===== config.mk =====
export PLATFORM = sky130hd
export DESIGN_NAME = wcc_frame_check
export DESIGN_NICKNAME = d
export VERILOG_FILES = /design/src/hdl/wcc_pkg.sv /design/src/hdl/wcc_crc_if.sv /design/src/hdl/wcc_crc_tree.sv /design/src/hdl/wcc_frame_check.sv
export SDC_FILE = /design/constraint.sdc
export NUM_CORES = 1
export LEC_CHECK = 0
export ABC_AREA = 1
export BUFFER_PORTS_ARGS = -buffer_cell sky130_fd_sc_hd__buf_4
export CAP_MARGIN = 25
export CORE_MARGIN = 10
export CORE_UTILIZATION = 40
export CTS_BUF_LIST = sky130_fd_sc_hd__clkbuf_4 sky130_fd_sc_hd__clkbuf_8 sky130_fd_sc_hd__clkbuf_16
export CTS_CLUSTER_SIZE = 28
export DETAILED_ROUTE_END_ITERATION = 7
export PLACE_DENSITY = 0.64
export SLEW_MARGIN = 0
export SYNTH_ARGS = -nofsm -noshare
export SYNTH_HDL_FRONTEND = slang
export SYNTH_SLANG_ARGS = --single-unit

===== constraint.sdc =====
create_clock -name CLOCK -period 13.36 [get_ports CLOCK]
set_input_delay 2.004 -clock CLOCK [delete_from_list [all_inputs] [get_ports CLOCK]]
set_output_delay 2.004 -clock CLOCK [all_outputs]
set_load 0.02 [all_outputs]

===== src/hdl/wcc_pkg.sv =====
/*
  Shared constants and types for the write-frame checksum checker: register
  map, control field layout, frame beat positions, checksum code and alert
  timing. Assumes a 200 MHz core clock, which is also the command clock.
*/
package wcc_pkg;

  // ==========================================================================
  // Register map (byte addresses, one 32-bit word each)
  localparam logic [7:0] REG_CTRL = 8'h00;
  localparam logic [7:0] REG_MODE5 = 8'h04;
  localparam logic [7:0] REG_MPR = 8'h08;
  localparam logic [7:0] REG_LAST = 8'h0C;

  localparam int CTRL_CRC_EN = 0;
  localparam int CTRL_DBI_EN = 1;
  localparam int CTRL_DM_EN = 2;
  localparam int CTRL_OTF_EN = 3;
  localparam int CTRL_CHOP = 4;
  localparam int CTRL_WIDTH_LO = 5;
  localparam int CTRL_WIDTH_HI = 6;
  localparam logic [6:0] CTRL_RESET = 7'h40;
  localparam int MODE5_CLR_BIT = 3;
  localparam int MPR_STATUS_BIT = 0;

  // ==========================================================================
  // Frame layout
  localparam int LANES = 18;
  localparam int LOWER_MASK_LANE = 8;
  localparam int UPPER_MASK_LANE = 17;
  localparam logic [3:0] FRAME_BEATS = 4'hA;
  localparam logic [3:0] DATA_BEATS = 4'h8;
  localparam logic [3:0] CHOP_BEATS = 4'h4;
  localparam logic [3:0] CRC_BEAT_LO = 4'h8;
  localparam logic [3:0] CRC_BEAT_HI = 4'h9;
  localparam logic [2:0] UPPER_HALF = 3'h4;
  localparam logic [7:0] LANE_ONES = 8'hFF;

  // ==========================================================================
  // Checksum code
  localparam int TREE_BITS = 72;
  localparam int CRC_W = 8;
  localparam logic [7:0] CRC_POLY = 8'h07;

  // ==========================================================================
  // Alert timing
  localparam int CLK_PERIOD_PS = 5000;
  localparam int ALERT_LAT_NS = 13;
  localparam int ALERT_LAT_CYC = (ALERT_LAT_NS * 1000) / CLK_PERIOD_PS;
  localparam int ALERT_PW_MIN = 6;
  localparam int ALERT_PW_MAX = 10;
  localparam logic [3:0] ALERT_PW_CYC = 4'h8;

  typedef enum logic [1:0] {
    WCC_X4 = 2'b00,
    WCC_X8 = 2'b01,
    WCC_X16 = 2'b10
  } wcc_width_t;

  typedef enum logic [1:0] {
    WCC_IDLE = 2'b00,
    WCC_CAPTURE = 2'b01,
    WCC_CHECK = 2'b10,
    WCC_WAIT_END = 2'b11
  } wcc_state_t;

endpackage


===== src/hdl/wcc_crc_if.sv =====
/*
  Carrier between the frame checker and one checksum tree.
  Assumes the user side holds data and received code stable while it reads.
*/
`timescale 1ns/1ps
interface wcc_crc_if;
  logic [71:0] data;
  logic [7:0] received;
  logic [7:0] computed;
  logic mismatch;

  modport tree (input data, input received, output computed, output mismatch);
  modport user (output data, output received, input computed, input mismatch);
endinterface


===== src/hdl/wcc_crc_tree.sv =====
/*
  One eight-bit checksum tree over a 72-bit code word, purely combinational.
  Assumes the caller has already forced unused inputs to ones.
*/
`timescale 1ns/1ps
module wcc_crc_tree (
  wcc_crc_if.tree port
);
  import wcc_pkg::*;

  // ==========================================================================
  // Serial form unrolled by the tool; same result as the flat XOR equations
  function automatic logic [7:0] crc8(input logic [71:0] d);
    logic [7:0] c;
    logic fb;
    c = '0;
    fb = 1'b0;
    for (int i = TREE_BITS - 1; i >= 0; i--) begin
      fb = c[CRC_W-1] ^ d[i];
      c = {c[CRC_W-2:0], 1'b0} ^ (fb ? CRC_POLY : 8'h00);
    end
    return c;
  endfunction

  always_comb begin
    port.computed = crc8(port.data);
    port.mismatch = (port.computed != port.received);
  end

endmodule


===== src/hdl/wcc_frame_check.sv =====
/*
  Write-frame checksum checker of a x4/x8/x16 memory device: captures ten
  beats per frame from the data and mask/inversion lanes, checks them with
  two checksum trees, pulses the open-drain alert line and keeps sticky flags.
  Assumes the link strobe, frame and lane pins are asynchronous to CLOCK and
  that software reaches the registers over APB.
*/
`timescale 1ns/1ps

module wcc_frame_check (
  input wire logic CLOCK,
  input wire logic RSTN,
  input wire logic PSEL,
  input wire logic PENABLE,
  input wire logic PWRITE,
  input wire logic [7:0] PADDR,
  input wire logic [31:0] PWDATA,
  output logic [31:0] PRDATA,
  output logic PREADY,
  output logic PSLVERR,
  input wire logic LINK_CLK,
  input wire logic FRAME,
  input wire logic CHOP,
  input wire logic COL_A2,
  input wire logic [15:0] DQ,
  input wire logic LOWER_INVERSION_LANE,
  input wire logic UPPER_INVERSION_LANE,
  output logic ALERT_N_O,
  output logic ALERT_N_OE
);
  import wcc_pkg::*;

  localparam int SYNC_W = LANES + 4;

  // ==========================================================================
  // Pin synchronisers
  logic [SYNC_W-1:0] pins_raw;
  logic [SYNC_W-1:0] sync1;
  logic [SYNC_W-1:0] sync2;
  logic link_prev;
  logic link_edge;
  logic frame_s;
  logic chop_s;
  logic a2_s;
  logic [LANES-1:0] lane_in;

  assign pins_raw = {FRAME, CHOP, COL_A2, LINK_CLK, UPPER_INVERSION_LANE, DQ[15:8],
                     LOWER_INVERSION_LANE, DQ[7:0]};

  always_ff @(posedge CLOCK or negedge RSTN) begin
    if (!RSTN) begin
      sync1 <= '0;
      sync2 <= '0;
      link_prev <= 1'b0;
    end else begin
      sync1 <= pins_raw;
      sync2 <= sync1;
      link_prev <= sync2[LANES];
    end
  end

  // Both strobe edges carry a beat
  assign link_edge = sync2[LANES] ^ link_prev;
  assign frame_s = sync2[LANES+3];
  assign chop_s = sync2[LANES+2];
  assign a2_s = sync2[LANES+1];
  assign lane_in = sync2[LANES-1:0];

  // ==========================================================================
  // Registers
  logic [6:0] ctrl;
  logic clear_flag;
  logic mpr_status;
  logic [15:0] last_computed;
  logic [15:0] last_received;
  logic wr_en;
  logic rd_setup;
  logic mapped;
  wcc_width_t width;
  logic mask_en;

  assign width = wcc_width_t'(ctrl[CTRL_WIDTH_HI:CTRL_WIDTH_LO]);
  // Either function opens the mask lane; both at once is not expected
  assign mask_en = ctrl[CTRL_DBI_EN] | ctrl[CTRL_DM_EN];
  assign wr_en = PSEL & PENABLE & PWRITE;
  assign rd_setup = PSEL & ~PENABLE & ~PWRITE;
  assign mapped = (PADDR == REG_CTRL) | (PADDR == REG_MODE5) | (PADDR == REG_MPR) |
                  (PADDR == REG_LAST);
  assign PREADY = 1'b1;
  assign PSLVERR = PSEL & PENABLE & ~mapped;

  always_ff @(posedge CLOCK or negedge RSTN) begin
    if (!RSTN) begin
      ctrl <= CTRL_RESET;
    end else if (wr_en && PADDR == REG_CTRL) begin
      ctrl <= PWDATA[6:0];
    end
  end

  // Read data is loaded in the setup cycle so it comes from a flop
  always_ff @(posedge CLOCK or negedge RSTN) begin
    if (!RSTN) begin
      PRDATA <= '0;
    end else if (rd_setup) begin
      case (PADDR)
        REG_CTRL: PRDATA <= {25'h0, ctrl};
        REG_MODE5: PRDATA <= 32'(clear_flag) << MODE5_CLR_BIT;
        REG_MPR: PRDATA <= 32'(mpr_status) << MPR_STATUS_BIT;
        REG_LAST: PRDATA <= {last_received, last_computed};
        default: PRDATA <= '0;
      endcase
    end
  end

  // ==========================================================================
  // Frame capture
  wcc_state_t state;
  wcc_state_t next_state;
  logic [3:0] beat;
  logic chop;
  logic a2;
  logic [7:0] lane_bits [LANES];
  logic [1:0] crc_rx [LANES];
  logic [2:0] slot;
  logic start;
  logic capture_edge;
  logic crc_error;

  function automatic logic lane_used(input int k, input wcc_width_t w, input logic m);
    logic used;
    used = 1'b0;
    if (k == LOWER_MASK_LANE) begin
      used = m && (w != WCC_X4);
    end else if (k == UPPER_MASK_LANE) begin
      used = m && (w == WCC_X16);
    end else begin
      case (w)
        WCC_X4: used = (k < 4);
        WCC_X8: used = (k < LOWER_MASK_LANE);
        WCC_X16: used = 1'b1;
        default: used = 1'b0;
      endcase
    end
    return used;
  endfunction

  assign start = (state == WCC_IDLE) && frame_s && ctrl[CTRL_CRC_EN];
  assign capture_edge = (state == WCC_CAPTURE) && link_edge;
  assign slot = beat[2:0] + ((chop && a2) ? UPPER_HALF : 3'h0);

  always_comb begin
    next_state = state;
    case (state)
      WCC_IDLE: if (start) next_state = WCC_CAPTURE;
      WCC_CAPTURE: begin
        if (!frame_s) begin
          next_state = WCC_IDLE;
        end else if (capture_edge && beat == FRAME_BEATS - 4'h1) begin
          next_state = WCC_CHECK;
        end
      end
      WCC_CHECK: next_state = WCC_WAIT_END;
      WCC_WAIT_END: if (!frame_s) next_state = WCC_IDLE;
      default: next_state = WCC_IDLE;
    endcase
  end

  always_ff @(posedge CLOCK or negedge RSTN) begin
    if (!RSTN) begin
      state <= WCC_IDLE;
    end else begin
      state <= next_state;
    end
  end

  // Burst kind is fixed at frame start, per command when on-the-fly is set
  always_ff @(posedge CLOCK or negedge RSTN) begin
    if (!RSTN) begin
      beat <= '0;
      chop <= 1'b0;
      a2 <= 1'b0;
    end else if (start) begin
      beat <= '0;
      chop <= ctrl[CTRL_OTF_EN] ? chop_s : ctrl[CTRL_CHOP];
      a2 <= a2_s;
    end else if (capture_edge) begin
      beat <= beat + 4'h1;
    end
  end

  // Unused inputs stay at the all-ones value loaded at frame start
  for (genvar k = 0; k < LANES; k++) begin : g_lane
    always_ff @(posedge CLOCK or negedge RSTN) begin
      if (!RSTN) begin
        lane_bits[k] <= LANE_ONES;
        crc_rx[k] <= 2'b11;
      end else if (start) begin
        lane_bits[k] <= LANE_ONES;
        crc_rx[k] <= 2'b11;
      end else if (capture_edge && lane_used(k, width, mask_en)) begin
        if (beat < DATA_BEATS && (!chop || beat < CHOP_BEATS)) begin
          lane_bits[k][slot] <= lane_in[k];
        end
        if (beat == CRC_BEAT_LO) begin
          crc_rx[k][0] <= lane_in[k];
        end
        if (beat == CRC_BEAT_HI) begin
          crc_rx[k][1] <= lane_in[k];
        end
      end
    end
  end

  // ==========================================================================
  // Checksum trees
  wcc_crc_if lower_if ();
  wcc_crc_if upper_if ();
  logic [7:0] rx_lower;
  logic [7:0] rx_upper;

  always_comb begin
    rx_lower = '0;
    rx_upper = '0;
    for (int n = 0; n < 4; n++) begin
      rx_lower[n] = crc_rx[n][0];
      rx_lower[n+4] = (width == WCC_X4) ? crc_rx[n][1] : crc_rx[n+4][0];
    end
    for (int n = 0; n < CRC_W; n++) begin
      rx_upper[n] = crc_rx[n+LOWER_MASK_LANE+1][0];
    end
  end

  for (genvar k = 0; k < LOWER_MASK_LANE + 1; k++) begin : g_flat
    assign lower_if.data[8*k+7:8*k] = lane_bits[k];
    assign upper_if.data[8*k+7:8*k] = lane_bits[k+LOWER_MASK_LANE+1];
  end
  assign lower_if.received = rx_lower;
  assign upper_if.received = rx_upper;

  wcc_crc_tree u_lower_tree (
    .port(lower_if)
  );

  wcc_crc_tree u_upper_tree (
    .port(upper_if)
  );

  // Array writes are not held back for this result; a retry overwrites
  always_ff @(posedge CLOCK or negedge RSTN) begin
    if (!RSTN) begin
      crc_error <= 1'b0;
      last_computed <= '0;
      last_received <= '0;
    end else if (state == WCC_CHECK) begin
      crc_error <= lower_if.mismatch | ((width == WCC_X16) & upper_if.mismatch);
      last_computed <= {upper_if.computed, lower_if.computed};
      last_received <= {rx_upper, rx_lower};
    end else begin
      crc_error <= 1'b0;
    end
  end

  // ==========================================================================
  // Sticky flags: a new error wins over a software clear in the same cycle
  always_ff @(posedge CLOCK or negedge RSTN) begin
    if (!RSTN) begin
      clear_flag <= 1'b0;
    end else if (crc_error) begin
      clear_flag <= 1'b1;
    end else if (wr_en && PADDR == REG_MODE5) begin
      clear_flag <= PWDATA[MODE5_CLR_BIT];
    end
  end

  always_ff @(posedge CLOCK or negedge RSTN) begin
    if (!RSTN) begin
      mpr_status <= 1'b0;
    end else if (crc_error) begin
      mpr_status <= 1'b1;
    end else if (wr_en && PADDR == REG_MPR && !PWDATA[MPR_STATUS_BIT]) begin
      mpr_status <= 1'b0;
    end
  end

  // ==========================================================================
  // Alert pulse on the shared open-drain line
  logic [3:0] alert_cnt;

  // Errors during a pulse merge into it so no pulse exceeds the maximum width
  always_ff @(posedge CLOCK or negedge RSTN) begin
    if (!RSTN) begin
      ALERT_N_OE <= 1'b0;
      alert_cnt <= '0;
    end else if (crc_error && !ALERT_N_OE) begin
      ALERT_N_OE <= 1'b1;
      alert_cnt <= ALERT_PW_CYC - 4'h1;
    end else if (ALERT_N_OE) begin
      if (alert_cnt == 4'h0) begin
        ALERT_N_OE <= 1'b0;
      end else begin
        alert_cnt <= alert_cnt - 4'h1;
      end
    end
  end

  assign ALERT_N_O = 1'b0;

  // ==========================================================================
  // Assertions
  a_pulse_min: assert property (@(posedge CLOCK) disable iff (!RSTN)
    $rose(ALERT_N_OE) |-> ALERT_N_OE [*6])
    else $error("alert pulse shorter than six clocks");

  a_pulse_max: assert property (@(posedge CLOCK) disable iff (!RSTN)
    $rose(ALERT_N_OE) |-> ##[6:10] !ALERT_N_OE)
    else $error("alert pulse longer than ten clocks");

  a_alert_latency: assert property (@(posedge CLOCK) disable iff (!RSTN)
    crc_error |-> ##[1:2] ALERT_N_OE)
    else $error("alert not driven within latency");

  a_alert_cause: assert property (@(posedge CLOCK) disable iff (!RSTN)
    $rose(ALERT_N_OE) |-> $past(crc_error))
    else $error("alert pulse without checksum error");

  a_flags_set: assert property (@(posedge CLOCK) disable iff (!RSTN)
    crc_error |=> clear_flag && mpr_status)
    else $error("error flags not set");

  a_flag_sticky: assert property (@(posedge CLOCK) disable iff (!RSTN)
    clear_flag && !(wr_en && PADDR == REG_MODE5) |=> clear_flag)
    else $error("clear flag dropped without software write");

  a_frame_length: assert property (@(posedge CLOCK) disable iff (!RSTN)
    state == WCC_CHECK |-> beat == FRAME_BEATS && $past(state) == WCC_CAPTURE)
    else $error("frame checked at wrong length");

  a_upper_tree: assert property (@(posedge CLOCK) disable iff (!RSTN)
    state == WCC_CHECK && width == WCC_X16 && upper_if.mismatch |=> crc_error)
    else $error("upper tree mismatch not reported");

  a_mask_ones: assert property (@(posedge CLOCK) disable iff (!RSTN)
    state == WCC_CHECK && !mask_en |-> lower_if.data[71:64] == LANE_ONES &&
      upper_if.data[71:64] == LANE_ONES)
    else $error("mask inputs not forced to ones");

endmodule


# Word level (Yosys, flattened, before mapping)
# Cells that the tools add are included.
[word_totals]
reg_bits = 296
latchBits = 0
ram_bits = 0
rom_bits = 0
inputBits = 67
output_inout_bits = 36
elab_cells = 732
memories = 0
[op_classes]
add_sub_neg = 3
multipliers = 0
n_div = 0
n_lt_le_gt_ge = 4
eq_ne = 16
n_shift = 0
n_mux = 303
n_bitwise = 299
reduce_logical = 53
[ops]
columns = ["cell", "n"]
rows = [
  ["bitwise XOR 8 bit", 140],
  ["2-to-1 mux 3 bit", 145],
  ["2-to-1 mux 8 bit", 54],
  ["bitwise mux 8 bit", 18],
  ["bitwise XOR 1 bit", 141],
  ["case mux 32 bit (4 select lines)", 1],
  ["2-to-1 mux 1 bit", 66],
  ["nonzero test 2 bit", 13],
  ["2-to-1 mux 2 bit", 12],
  ["2-to-1 mux 4 bit", 5],
  ["AND reduction 2 bit", 10],
  ["logical AND 1 bit", 19],
  ["equality test 8 x 4 -> 1 bit (second input constant)", 2],
  ["!= test 8 bit", 2],
  ["bitwise XOR 8 x 3 -> 8 bit", 2],
  ["equality test 4 bit (second input constant)", 2],
  ["equality test 8 x 3 -> 1 bit (second input constant)", 1],
  ["logical NOT 8 bit", 1],
  ["case mux 2 bit (4 select lines)", 1],
  ["AND 1 bit", 6],
  ["equality test 2 bit (second input constant)", 3],
  ["!= test 2 bit (second input constant)", 3],
  ["OR 1 bit", 5],
  ["adder 4 x 1 -> 4 bit (second input constant)", 1],
  ["18 further kinds", 25],
]

# Longest topological paths before layout
[depth]
word_depth = 217
depth_mapped = 56
ltp_nobuf = 56

# Hierarchy
# Synthesis repeated with hierarchy kept, for this count alone.
[hier_totals]
cells_unflattened = 3189
area_unflattened_um2 = 20936.3
[by_module_without_submodules]
columns = ["module", "instances", "cells_each", "area_per_inst_um2", "seq_area_each_um2"]
rows = [
  ["wcc_frame_check", 1, 1389, 12495.7, 7613.6],
  ["wcc_crc_tree", 2, 900, 4220.3, 0.0],
]

# Least setup slack after synthesis
# No wires, ideal clock.
[synth_timing]
path_type = "input to output"
from = "input PADDR[5]"
to = "output PSLVERR"
arrival_time_ns = 2.640
required_ns = 11.356
slack_ns = 8.716
cell_stages = 4
n_path_buf = 0
path_cell_list = "nor4_1 > inv_1 > o211ai_1 > inv_1"
[synth_via]
elab_chain_cells = 6
word_cells_on_any_way = 9
cone_classes = "eq/ne: 3; bitwise: 5; reduce/logical: 1"
[synth_lines]
columns = ["item", "line_no", "source"]
rows = [
  ["start, declared", "wcc_frame_check.sv:16", "input wire logic [7:0] PADDR,"],
  ["equality test 8 x 3 -> 1 bit / logical NOT 8 bit (equally long branches)", "wcc_frame_check.sv:87", "assign mapped = (PADDR == REG_CTRL) | (PADDR == REG_MODE5) | (PADDR == REG_MPR) |"],
  ["OR 1 bit (2 in a row)", "wcc_frame_check.sv:87", ""],
  ["OR 1 bit *", "wcc_frame_check.sv:87", ""],
  ["NOT 1 bit *", "wcc_frame_check.sv:90", "assign PSLVERR = PSEL & PENABLE & ~mapped;"],
  ["AND 1 bit *", "wcc_frame_check.sv:90", ""],
  ["end, declared", "wcc_frame_check.sv:20", "output logic PSLVERR,"],
]
# Every way passes the cells marked *; elsewhere a longest branch is shown, timed or not.

# Worst setup path after layout
[layout_timing]
from = "register lane_bits[3] (netlist name)"
to = "register crc_error"
[layout_via]
elab_chain_cells = 96
word_cells_on_any_way = 190
cone_classes = "eq/ne: 1; mux: 60; bitwise: 129"
[layout_lines]
columns = ["item", "line_no", "source"]
rows = [
  ["start, declared", "wcc_frame_check.sv:122", "logic [7:0] lane_bits [LANES];"],
  ["start signal, assigned by index", "wcc_frame_check.sv:202", "lane_bits[k][slot] <= lane_in[k];"],
  ["bitwise XOR 1 bit *", "wcc_crc_tree.sv:19", "fb = c[CRC_W-1] ^ d[i];"],
  ["2-to-1 mux 3 bit *", "wcc_crc_tree.sv:20", "c = {c[CRC_W-2:0], 1'b0} ^ (fb ? CRC_POLY : 8'h00);"],
  ["bitwise XOR 8 bit * (6 in a row)", "wcc_crc_tree.sv:20", ""],
  ["bitwise XOR 1 bit / bitwise XOR 8 bit (equally long branches)", "wcc_crc_tree.sv:19, wcc_crc_tree.sv:20", ""],
  ["2-to-1 mux 3 bit / bitwise XOR 1 bit (equally long branches)", "wcc_crc_tree.sv:20, wcc_crc_tree.sv:19", ""],
  ["bitwise XOR 8 bit * (6 in a row)", "wcc_crc_tree.sv:20", ""],
  ["bitwise XOR 1 bit / bitwise XOR 8 bit (equally long branches)", "wcc_crc_tree.sv:19, wcc_crc_tree.sv:20", ""],
  ["2-to-1 mux 3 bit / bitwise XOR 1 bit (equally long branches)", "wcc_crc_tree.sv:20, wcc_crc_tree.sv:19", ""],
  ["(+64 left out)", "n/a", ""],
  ["bitwise XOR 8 bit * (7 in a row)", "wcc_crc_tree.sv:20", ""],
  ["bitwise XOR 1 bit / 2-to-1 mux 3 bit (equally long branches)", "wcc_crc_tree.sv:19, wcc_crc_tree.sv:20", ""],
  ["2-to-1 mux 3 bit / bitwise XOR 8 bit (equally long branches)", "wcc_crc_tree.sv:20", ""],
  ["bitwise XOR 8 x 3 -> 8 bit *", "wcc_crc_tree.sv:20", ""],
  ["!= test 8 bit *", "wcc_crc_tree.sv:27", "port.mismatch = (port.computed != port.received);"],
  ["AND 1 bit *", "wcc_frame_check.sv:255", "crc_error <= lower_if.mismatch | ((width == WCC_X16) & upper_if.mismatch);"],
  ["OR 1 bit *", "wcc_frame_check.sv:255", ""],
  ["2-to-1 mux 1 bit *", "wcc_frame_check.sv:254", "end else if (state == WCC_CHECK) begin"],
  ["end signal, assigned", "wcc_frame_check.sv:255", ""],
  ["end, declared", "wcc_frame_check.sv:127", "logic crc_error;"],
]
# Marks and branches as above.
# A chain may end at the register's enable or synchronous reset.

==> run_results.csv <==
group,metric,value,unit
synth,netlist_instances,2821,
worst_setup_path,cp-start-kind,"flop",
drt,vias,18000,
sta,setup_viol_count_final,0,
drt,drt_iter0_drc,1169,
grt,antenna_found_initial,0,
floorplan,start_util,40.2,%
synth,synthAdderAreaFrac,0.524,%
worst_setup_path,crit_type,"reg2reg",
grt,grt_max_degree,184,
synth,synth_xor_area_share,0.923,%
placement,gp_congestion,0.874,
sta,tightest_slew,1.16,ns
floorplan,fp.dieH,239,um
clock_tree,cts_setup_buffers,0,
sta,fin_setup_tns,0,ns
synth,ys_warn_count,0,
finish,final_common_cell,"nand2_1",
finish,layout_common_cells,"nand2_1 (1117), nand3_1 (384), inv_1 (306)",
clock_tree,ctsHoldBuffers,0,
synth,synth_edf_count,0,
outcome,outcome,"complete, no violations",
drt,routed_via_density,5.06,
worst_setup_path,cp_max_fo,5,
finish,nets,2984,
sta,fin_crit_sh,40.2,%
floorplan,fp.dieW,239,um
synth,synth-simple-area-share,43.4,%
clock_tree,cts_sinks,296,
synth,syn-cell-area,19100,um^2
finish,multi_input_area,10000,um^2
sta,fin_worst_skew,0.0242,ns
sta,period_needed,5.37,ns
worst_setup_path,arrival,5.75,ns
clock_tree,numCtsBuffers,35,
grt,grt_pass1_vias,17300,
drt,drc,0,
floorplan,rows,80,
placement,pre_cts_slack,8.12,ns
sta,rsz0062_at_grt,"false",
finish,num_antenna_cells,0,
drt,wl_per_cell,14.3,um
synth,synth_compound_area_share,7.51,%
floorplan,core_area,47500,um^2
worst_setup_path,crit_required,13.74,ns
worst_setup_path,max_stage_delay,0.55,ns
clock_tree,cts.path.max_buffers,3,
grt,grt_overflow_total,0,
floorplan,die_area,56900,um^2
synth,synthArstFlopShare,100,%
clock_tree,htreeDepth,2,
run,maxCapViolCount,0,
synth,dominantRegCellSynth,"dfstp_2",
synth,syn_nets,2896,
sta,hold_viol,0,
sta,slew_violations,0,
grt,grt_pass1_wl,83400,um
worst_setup_path,cp-end-kind,"flop",
clock_tree,worstSkewPairLatency,0.54,ns
clock_tree,clockRootBuffer,"clkbuf_16",
finish,n_fill_cell,4766,
sta,max_clock_freq,0.186,GHz
synth,ys_seq_elements,296,
drt,wirelength,50800,um
worst_setup_path,critPathSlowestCell,"dfstp_2",
drt,firstDrtPassIters,8,
worst_setup_path,cpMostUsedCell,"nand2_1",
clock_tree,cts_tree,"built",
sta,fin_ws,7.99,ns
finish,area_delta_synth_final,13.6,%
floorplan,ios,103,
placement,hpwlAfterDp,38000,um
synth,synth_top_family_by_area,"simple AND/OR/NAND/NOR gates",
finish,seq_area,7610,um^2
worst_hold_path,hp-class,"reg2reg",
synth,ys_seq_area_share,39.8,%
synth,netlist-cell-type-count,33,
placement,io_buffers,75,
grt,track_usage,17.7,%
sta,slew_headroom,22.4,%
drt,ant_nets,0,
clock_tree,ctsResizeCount,0,
clock_tree,path_clk_slew,0.06,ns
synth,yosys-mux-area-fraction,0.0589,%
finish,drive_above_1_share,20.2,%
synth,post_synth.cell_area_avg,6.78,um^2
## routing by layer
| metal | track usage [%] | part of all wire (%) | wire (um) | up-vias |
|---|---|---|---|---|
| met5 | 0 | 0 | 0 | - |
| met4 | 6.29 | 3.1 | 1600 | 0 |
| met3 | 2.48 | 4.2 | 2130 | 104 |
| met2 | 31.0 | 49 | 24700 | 368 |
| met1 | 21.8 | 44 | 22400 | 8332 |
| li1 | - | - | - | 9154 |
## cell usage after synthesis, types with 30 or more instances
cell type	number	area [um^2]
nand2_2	146	913
o21ai_0	211	1060
clkbuf_1	31	116
inv_1	306	1150
nand2_1	1117	4190
nand3_2	58	581
inv_2	51	191
dfrtp_1	131	3280
dfstp_2	165	4340
nand3_1	384	1920
nor2_1	78	293
a21oi_1	30	150
## final timing paths
check                        startpoint   endpoint  slack, ns  cells after the start
max                        lane_bits[3]  crc_error       7.99                     45
max reg2reg                lane_bits[3]  crc_error       7.99                     45
min in group asynchronous          RSTN  sync2[12]       1.56                      1
max in group asynchronous          RSTN  sync2[21]      10.24                      2
min reg2reg                    sync1[5]   sync2[5]       0.34                      0
min                            sync1[5]   sync2[5]       0.34                      0
## final cells by class
| type | instances | share of cell area, % |
|---|---|---|
| Multi-Input combinational cell | 2133 | 46.2 |
| Sequential cell | 296 | 35.1 |
| Inverter | 359 | 6.21 |
| Clock buffer | 47 | 4.59 |
| Tap cell | 615 | 3.54 |
| Timing Repair Buffer | 84 | 3.09 |
| Clock inverter | 17 | 1.27 |
## flip-flops by register name, indices dropped and copies added, names as in the netlist, named ones only
signal         flops
last_received     16
ctrl               7
sync2             22
alert_cnt          4
crc_rx            20
state              1
last_computed     16
ALERT_N_OE         1
chop               1
mpr_status         1
clear_flag         1
crc_error          1
beat               4
PRDATA            32
a2                 1
lane_bits        144
link_prev          1
sync1             22
## critical path, delay by kind of cell, from the launching register on
kind / cells / cell delay [ns]
AO/OA/AOI/OAI: 1 / 0.06
buffers and inverters: 2 / 0.19
flip-flops: 1 / 0.55
AND/OR/NAND/NOR: 42 / 4.41
## cells by family (layout without fill, tap and decap cells)
group / Yosys count / after routing
simple gates: 1832 / 1832
buf+inv: 392 / 507
flops: 296 / 296
compound gates: 273 / 273
xor+xnor: 17 / 17
fa+ha+maj: 8 / 8
other cells: 2 / 2
mux: 1 / 1
## stage by stage
step | utilization (%) | hold WS, ns | instances | area, um^2
floorplan | - | 0.331 | 2821 | 19100
global placement | 42.9 | 0.331 | 3486 | 20400
detailed placement | 42.9 | 0.336 | 3486 | 20400
CTS | 45.6 | 0.349 | 3550 | 21700
global route | 45.7 | 0.356 | 3551 | 21700
finish | 45.7 | 0.342 | 3551 | 21700
Power is not shown: default switching activity piles up to over one toggle a cycle in this logic, so the estimate is an artifact.
